--- src/verilog/wdt_defs.vh ---
// Constants for the watchdog timer block
`ifndef WDT_DEFS_VH
`define WDT_DEFS_VH

// ----------------------------------------------------------------
// Register map (byte addresses)
// ----------------------------------------------------------------
`define WDT_ADDR_CONTROL 12'h000
`define WDT_ADDR_COUNT 12'h004
`define WDT_ADDR_PWR 12'h008

// ----------------------------------------------------------------
// Control register fields, then the power register field
// ----------------------------------------------------------------
`define WDT_BIT_CLEAR 0
`define WDT_BIT_RST_EN 1
`define WDT_BIT_INT_FLAG 2
`define WDT_BIT_RST_FLAG 3
`define WDT_BIT_WAKE_EN 4
`define WDT_BIT_WAKE_FLAG 5
`define WDT_BIT_INT_EN 6
`define WDT_BIT_ENABLE 7
`define WDT_SEL_LSB 8
`define WDT_SEL_MSB 10
`define WDT_BIT_PWR_DOWN 0

// ----------------------------------------------------------------
// Widths, timing in watchdog clocks, and the reset vector
// ----------------------------------------------------------------
`define WDT_CNT_W 18
`define WDT_GRACE_CLKS 1024
`define WDT_RST_CLKS 63
`define WDT_RST_VECTOR 32'h0000_0000

`endif

--- src/verilog/wdt_timer.v ---
// Watchdog timer with wake-up, APB register slave
`timescale 1ns/1ps
// ----------------------------------------------------------------
// ----------------------------------------------------------------
`include "wdt_defs.vh"

module wdt_timer #(
  parameter CNT_W = `WDT_CNT_W,
  parameter GRACE_CLKS = `WDT_GRACE_CLKS,
  parameter RST_CLKS = `WDT_RST_CLKS
) (
  input wire pclk,
  input wire presetn,
  input wire wd_clock,
  input wire psel,
  input wire penable,
  input wire pwrite,
  input wire [11:0] paddr,
  input wire [31:0] pwdata,
  output wire [31:0] prdata,
  output wire pready,
  output wire pslverr,
  input wire power_down,
  output wire timeout_irq,
  output wire wake_req,
  output wire chip_reset_n,
  output wire [31:0] reset_vector
);

  // ----------------------------------------------------------------
  // Functions
  // ----------------------------------------------------------------
  // Interval in watchdog clocks minus one, 2^(4+2*sel)
  function [CNT_W-1:0] interval_last;
    input [2:0] sel;
    reg [CNT_W:0] one_hot;
    begin
      one_hot = {{CNT_W{1'b0}}, 1'b1} << (5'd4 + {1'b0, sel, 1'b0});
      interval_last = one_hot[CNT_W-1:0] - {{(CNT_W-1){1'b0}}, 1'b1};
    end
  endfunction

  // ----------------------------------------------------------------
  // State
  // ----------------------------------------------------------------
  reg [2:0] wdc_sync_r;
  reg wd_enable_r;
  reg wd_reset_enable_r;
  reg timeout_int_enable_r;
  reg wake_enable_r;
  reg [2:0] interval_select_r;
  reg counter_clear_r;
  reg timeout_int_flag_r;
  reg wd_reset_flag_r;
  reg wake_flag_r;
  reg [CNT_W-1:0] count_r;
  reg grace_active_r;
  reg [10:0] grace_cnt_r;
  reg rst_active_r;
  reg [6:0] rst_cnt_r;
  reg [31:0] prdata_r;
  reg wake_req_r;
  reg [CNT_W-1:0] count_nxt;
  reg grace_active_nxt;
  reg [10:0] grace_cnt_nxt;
  reg rst_active_nxt;
  reg [6:0] rst_cnt_nxt;

  wire wd_tick;
  wire bus_wr;
  wire bus_rd;
  wire wr_ctrl;
  wire hit;
  wire timeout;
  wire grace_done;
  wire clear_req;
  wire wd_reset_fire;
  wire wake_fire;

  // ----------------------------------------------------------------
  // Bus decode and watchdog tick
  // ----------------------------------------------------------------
  // Watchdog clock sampled as a slow input, one tick per rising edge
  assign wd_tick = wdc_sync_r[1] & ~wdc_sync_r[2];
  assign bus_wr = psel & penable & pwrite;
  assign bus_rd = psel & ~penable & ~pwrite;
  assign wr_ctrl = bus_wr & (paddr == `WDT_ADDR_CONTROL);
  assign hit = (paddr == `WDT_ADDR_CONTROL) | (paddr == `WDT_ADDR_COUNT) |
               (paddr == `WDT_ADDR_PWR);
  assign timeout = wd_enable_r & wd_tick & (count_r == interval_last(interval_select_r));
  assign grace_done = grace_active_r & wd_tick &
                      (grace_cnt_r == GRACE_CLKS[10:0] - 11'h001);
  assign clear_req = wr_ctrl & pwdata[`WDT_BIT_CLEAR];
  assign wd_reset_fire = grace_done & ~counter_clear_r & wd_reset_enable_r;
  assign wake_fire = timeout & power_down & wake_enable_r;

  always @(posedge pclk or negedge presetn) begin
    if (!presetn) begin
      wdc_sync_r <= 3'h0;
    end else begin
      wdc_sync_r <= {wdc_sync_r[1:0], wd_clock};
    end
  end

  // ----------------------------------------------------------------
  // Control fields
  // ----------------------------------------------------------------
  always @(posedge pclk or negedge presetn) begin
    if (!presetn) begin
      wd_enable_r <= 1'b0;
      wd_reset_enable_r <= 1'b0;
      timeout_int_enable_r <= 1'b0;
      wake_enable_r <= 1'b0;
      interval_select_r <= 3'h0;
    end else if (wr_ctrl) begin
      wd_enable_r <= pwdata[`WDT_BIT_ENABLE];
      wd_reset_enable_r <= pwdata[`WDT_BIT_RST_EN];
      timeout_int_enable_r <= pwdata[`WDT_BIT_INT_EN];
      wake_enable_r <= pwdata[`WDT_BIT_WAKE_EN];
      interval_select_r <= pwdata[`WDT_SEL_MSB:`WDT_SEL_LSB];
    end
  end

  // Clear bit holds until the counter has been zeroed
  always @(posedge pclk or negedge presetn) begin
    if (!presetn) begin
      counter_clear_r <= 1'b0;
    end else if (clear_req) begin
      counter_clear_r <= 1'b1;
    end else if (counter_clear_r) begin
      counter_clear_r <= 1'b0;
    end
  end

  // ----------------------------------------------------------------
  // Counter
  // ----------------------------------------------------------------
  always @* begin
    count_nxt = count_r;
    if (counter_clear_r) begin
      count_nxt = {CNT_W{1'b0}};
    end else if (wd_enable_r & wd_tick) begin
      count_nxt = count_r + {{(CNT_W-1){1'b0}}, 1'b1};
    end
  end

  always @(posedge pclk or negedge presetn) begin
    if (!presetn) begin
      count_r <= {CNT_W{1'b0}};
    end else begin
      count_r <= count_nxt;
    end
  end

  // ----------------------------------------------------------------
  // Status flags
  // ----------------------------------------------------------------
  // Set wins over a write-one clear
  always @(posedge pclk or negedge presetn) begin
    if (!presetn) begin
      timeout_int_flag_r <= 1'b0;
    end else if (timeout) begin
      timeout_int_flag_r <= 1'b1;
    end else if (wr_ctrl & pwdata[`WDT_BIT_INT_FLAG]) begin
      timeout_int_flag_r <= 1'b0;
    end
  end

  // Only presetn or a write-one clears this flag, never the watchdog reset
  always @(posedge pclk or negedge presetn) begin
    if (!presetn) begin
      wd_reset_flag_r <= 1'b0;
    end else if (wd_reset_fire) begin
      wd_reset_flag_r <= 1'b1;
    end else if (wr_ctrl & pwdata[`WDT_BIT_RST_FLAG]) begin
      wd_reset_flag_r <= 1'b0;
    end
  end

  always @(posedge pclk or negedge presetn) begin
    if (!presetn) begin
      wake_flag_r <= 1'b0;
    end else if (wake_fire) begin
      wake_flag_r <= 1'b1;
    end else if (wr_ctrl & pwdata[`WDT_BIT_WAKE_FLAG]) begin
      wake_flag_r <= 1'b0;
    end
  end

  // ----------------------------------------------------------------
  // Grace delay
  // ----------------------------------------------------------------
  always @* begin
    grace_active_nxt = grace_active_r;
    grace_cnt_nxt = grace_cnt_r;
    if (counter_clear_r | ~wd_enable_r) begin
      grace_active_nxt = 1'b0;
      grace_cnt_nxt = 11'h000;
    end else if (timeout) begin
      grace_active_nxt = 1'b1;
      grace_cnt_nxt = 11'h000;
    end else if (grace_done) begin
      grace_active_nxt = 1'b0;
    end else if (grace_active_r & wd_tick) begin
      grace_cnt_nxt = grace_cnt_r + 11'h001;
    end
  end

  always @(posedge pclk or negedge presetn) begin
    if (!presetn) begin
      grace_active_r <= 1'b0;
      grace_cnt_r <= 11'h000;
    end else begin
      grace_active_r <= grace_active_nxt;
      grace_cnt_r <= grace_cnt_nxt;
    end
  end

  // ----------------------------------------------------------------
  // Chip reset pulse
  // ----------------------------------------------------------------
  always @* begin
    rst_active_nxt = rst_active_r;
    rst_cnt_nxt = rst_cnt_r;
    if (wd_reset_fire) begin
      rst_active_nxt = 1'b1;
      rst_cnt_nxt = 7'h00;
    end else if (rst_active_r & wd_tick) begin
      if (rst_cnt_r == RST_CLKS[6:0] - 7'h01) begin
        rst_active_nxt = 1'b0;
      end else begin
        rst_cnt_nxt = rst_cnt_r + 7'h01;
      end
    end
  end

  always @(posedge pclk or negedge presetn) begin
    if (!presetn) begin
      rst_active_r <= 1'b0;
      rst_cnt_r <= 7'h00;
    end else begin
      rst_active_r <= rst_active_nxt;
      rst_cnt_r <= rst_cnt_nxt;
    end
  end

  // ----------------------------------------------------------------
  // Wake-up request
  // ----------------------------------------------------------------
  always @(posedge pclk or negedge presetn) begin
    if (!presetn) begin
      wake_req_r <= 1'b0;
    end else begin
      wake_req_r <= wake_fire;
    end
  end

  // ----------------------------------------------------------------
  // APB read data, registered in the setup cycle
  // ----------------------------------------------------------------
  always @(posedge pclk or negedge presetn) begin
    if (!presetn) begin
      prdata_r <= 32'h0000_0000;
    end else if (bus_rd) begin
      prdata_r <= 32'h0000_0000;
      case (paddr)
        `WDT_ADDR_CONTROL: begin
          prdata_r[`WDT_SEL_MSB:`WDT_SEL_LSB] <= interval_select_r;
          prdata_r[`WDT_BIT_ENABLE] <= wd_enable_r;
          prdata_r[`WDT_BIT_INT_EN] <= timeout_int_enable_r;
          prdata_r[`WDT_BIT_WAKE_FLAG] <= wake_flag_r;
          prdata_r[`WDT_BIT_WAKE_EN] <= wake_enable_r;
          prdata_r[`WDT_BIT_RST_FLAG] <= wd_reset_flag_r;
          prdata_r[`WDT_BIT_INT_FLAG] <= timeout_int_flag_r;
          prdata_r[`WDT_BIT_RST_EN] <= wd_reset_enable_r;
          prdata_r[`WDT_BIT_CLEAR] <= counter_clear_r;
        end
        `WDT_ADDR_COUNT: begin
          prdata_r[CNT_W-1:0] <= count_r;
        end
        `WDT_ADDR_PWR: begin
          prdata_r[`WDT_BIT_PWR_DOWN] <= power_down;
        end
        default: begin
          prdata_r <= 32'h0000_0000;
        end
      endcase
    end
  end

  assign prdata = prdata_r;
  assign pready = 1'b1;
  assign pslverr = psel & penable & ~hit;
  assign timeout_irq = timeout_int_flag_r & timeout_int_enable_r;
  assign wake_req = wake_req_r;
  assign chip_reset_n = ~rst_active_r;
  assign reset_vector = `WDT_RST_VECTOR;

endmodule // wdt_timer

--- config.mk ---
export PLATFORM = sky130hd
export DESIGN_NAME = wdt_timer
export DESIGN_NICKNAME = d
export VERILOG_FILES = /design/src/verilog/wdt_timer.v
export VERILOG_INCLUDE_DIRS = /design/src /design/src/verilog
export SDC_FILE = /design/constraint.sdc
export NUM_CORES = 1
export LEC_CHECK = 0
export BUFFER_PORTS_ARGS = -buffer_cell sky130_fd_sc_hd__buf_4
export CAP_MARGIN = 20
export CORE_UTILIZATION = 47
export CTS_CLUSTER_SIZE = 10
export DETAILED_ROUTE_END_ITERATION = 7
export GPL_ROUTABILITY_DRIVEN = 0
export PLACE_DENSITY = 0.87
export SETUP_SLACK_MARGIN = 0.4
export SLEW_MARGIN = 0
export SYNTH_ARGS = -nofsm -noshare
export SYNTH_HDL_FRONTEND = slang
export SYNTH_SLANG_ARGS = --single-unit
export TNS_END_PERCENT = 5
--- constraint.sdc ---
create_clock -name pclk -period 2.8 [get_ports pclk]
set_input_delay 0.28 -clock pclk [delete_from_list [all_inputs] [get_ports pclk]]
set_output_delay 0.28 -clock pclk [all_outputs]
set_load 0.02 [all_outputs]
==> results.yml <==
floorplan:
  core_area_mm2: 0.00826
  rows: 33
  die-area_mm2: 0.00895
  start_util_pct: 48.8
  top_level_ports: 120
  die_w_um: 94.6
  die_h_um: 94.6
pwr:
  peakVddDrop_uv: 217
  p_leak_uw: 0.00228
  p_per_area_mw_per_mm2: 458
cts:
  clkTransAtPathRegs_ns: 0.08
  cts_tree: "built"
  cts_made_buffers: 9
  h-tree-depth: 3
  clock_latency_ns: 0.35
  numClockSinks: 71
  cts_buffer_depth: 2
  cts-root-buf: "clkbuf_8"
sta:
  setup_slack_ns: 0.361
  setup_viol: 0
  fmax_ghz: 0.410
  slew_viol_final: 0
  rsz0062_at_grt: "yes"
  skew_ns: 0.0129
  post-route-period-util_pct: 87.1
  layout_min_cycle_time_ns: 2.44
  finalHoldViolCount: 0
  worst-slew-pin-transition_ns: 0.883
  max_slew_margin_pct: 41.1
  hold_ws_ns: 0.0117
  finalSetupTns_ns: 0
global_routing:
  overflow: 0
  gr-usage-all-layers_pct: 20.3
  grt_pass1_vias: 3063
  grt_max_degree: 72
  grt_pass1_wl_um: 14100
  antenna_found_initial: 0
detailed_routing:
  first_iter_violations: 270
  viasPerCell: 5.45
  drc: 0
  ant_nets: 0
  vias: 3240
  dr.pass1.iters: 6
  wl_per_cell_um: 14.9
  wl_um: 8820
critical_path:
  arrival_ns: 2.72
  endpoint_kind: "flop"
  worstPathMaxFanout: 6
  reg2regPathDepth: 8
  r2r_slack_ns: 0.36
  required_ns: 3.08
  critPathLaunchType: "flop"
  r2r-start: "interval_select_r[1]"
  worst-setup-path-type: "flop to flop"
  reg2reg_to: "wake_flag_r"
synthesis:
  syn_avg_cell_area_um2: 9.44
  synthesis.instances: 427
  ys.flop_type: "dfrtp_1"
  synth_cell_type_count: 48
  ys_seq_area_share_pct: 44.1
  synthArstFlopShare_pct: 100
  yosys_warnings: 0
  syn_area_mm2: 0.00403
  synth_edf_count: 0
  synth-seq-cells: 71
placement:
  port-buffer-count: 51
  pre_cts_slack_ns: 0.213
  dp_cells: 574
  hpwlAfterDp_um: 6160
min_path:
  hp-class: "input port to async pin"
run:
  max-cap-violations: 0
cells_and_area:
  antenna_cells: 0
  layout_commonest_cell: "dfrtp_1"
  fin_cells: 594
  layout_common_cells: "dfrtp_1, nor2_1, buf_4"
  nNetsFinal: 545
  drive_gt1_share_pct: 20.7
  final_util_pct: 56.3
  syn_to_final_growth_pct: 15.3
  fillers: 659
outcome:
  status: "completed"
-- worst max path at each step --
stage	end	startpoint	slack, ns
6_report	wake_flag_r	interval_select_r[1]	0.36
5_1_grt	wake_flag_r	interval_select_r[2]	0.24
4_1_cts	wake_flag_r	interval_select_r[1]	0.37
3_5_place_dp	grace_cnt_r[2]	interval_select_r[2]	0.21
3_3_place_gp	wake_flag_r	interval_select_r[2]	0.28
2_1_floorplan	wake_flag_r	interval_select_r[1]	0.40
-- kinds of logic (layout without fill, tap and decap cells) --
kind of cell / after synthesis / after routing / share of synthesized area (%)
AO/OA/AOI/OAI: 42 / 42 / 7.89
XOR/XNOR: 36 / 36 / 7.82
multiplexers: 12 / 12 / 3.17
flip-flops: 71 / 71 / 44.1
adder cells (fa/ha/maj): 10 / 10 / 3.10
other: 2 / 47 / 0.186
buffers and inverters: 70 / 87 / 11.2
AND/OR/NAND/NOR: 184 / 184 / 22.6
-- cell usage after synthesis (2+ instances only) --
cell type  number  area, um^2
mux2_2          6        67.6
a31oi_1         4        25.0
clkbuf_1       13        48.8
and3_1         12        75.1
inv_1           7        26.3
nand3_1        16        80.1
nand2_1        43         161
buf_4          50         375
nand4_1        11        68.8
mux2i_1         6        60.1
and3b_1         3        26.3
a21oi_1         5        25.0
nor4_1          2        12.5
dfrtp_1        71        1780
a221oi_1       10        87.6
conb_1          2        7.51
nor2b_1         2        12.5
xnor2_1        11        96.3
nor2_1         63         236
ha_1           10         125
a211oi_1        2        15.0
nor4bb_1        2        20.0
a21o_1          2        15.0
o21ai_0         7        35.0
nor3b_1         5        37.5
and2_1          5        31.3
nor3_1          6        30.0
and4_1          5        43.8
nand2b_1        3        18.8
xor2_1         25         219
-- registers in the layout, summed over array words and instances (netlist names) --
signal and flops:
interval_select_r 3, wdc_sync_r 3, count_r 18, wd_reset_enable_r 1
timeout_int_flag_r 1, prdata 18, wake_req 1, wake_enable_r 1
rst_cnt_r 7, wd_reset_flag_r 1, counter_clear_r 1, wd_enable_r 1
grace_active_r 1, rst_active_r 1, timeout_int_enable_r 1, grace_cnt_r 11
wake_flag_r 1
-- per-layer routing --
metal	track usage (%)	routed length (um)
met1	25.1	3500
met2	33.5	4330
met3	3.62	713
met4	11.4	282
met5	0	0
-- report_power, final --
group | internal [uW] | switching, uW | leakage, uW
sequential | 1050 | 17.0 | 0.000949
clock | 440 | 402 | 0.0000993
combinational | 72.9 | 146 | 0.00123
-- critical path, cell delays in order, from the launching register on --
cell and delay, ns:
dfrtp_2 0.43, inv_2 0.09, ha_4 0.31, nor4bb_4 0.20
xnor2_1 0.15, nand4b_1 0.12, or4_4 0.56, or3_4 0.38
o21ai_2 0.14
-- stage by stage --
stage / total power [uW] / cell area, um^2
3_5_place_dp: 1310 / 4390
6_report: 2130 / 4650
3_3_place_gp: 1300 / 4390
2_1_floorplan: 1250 / 4240
4_1_cts: 2140 / 4630
5_1_grt: 2210 / 4650
-- cell type report --
cell class              instances  area [um^2]  area share (%)
clock buffers                  10          138            2.96
clock inverters                 6         67.6            1.45
inverters                       7         26.3           0.566
multi-input cells             331         2020            43.5
flip-flops and latches         71         1780            38.3
well taps                     105          131            2.83
repair buffers                 64          484            10.4
-- what timing repair did --
action | CTS | global route
setup buffers | 2 | 2
cloned | 0 | 0
hold buffers | 0 | 0
pin swaps | 0 | 1
setup endpoints to repair | 15 | 15
resized for setup | 4 | 1
Note: power is estimated with default switching activity, not from simulation.
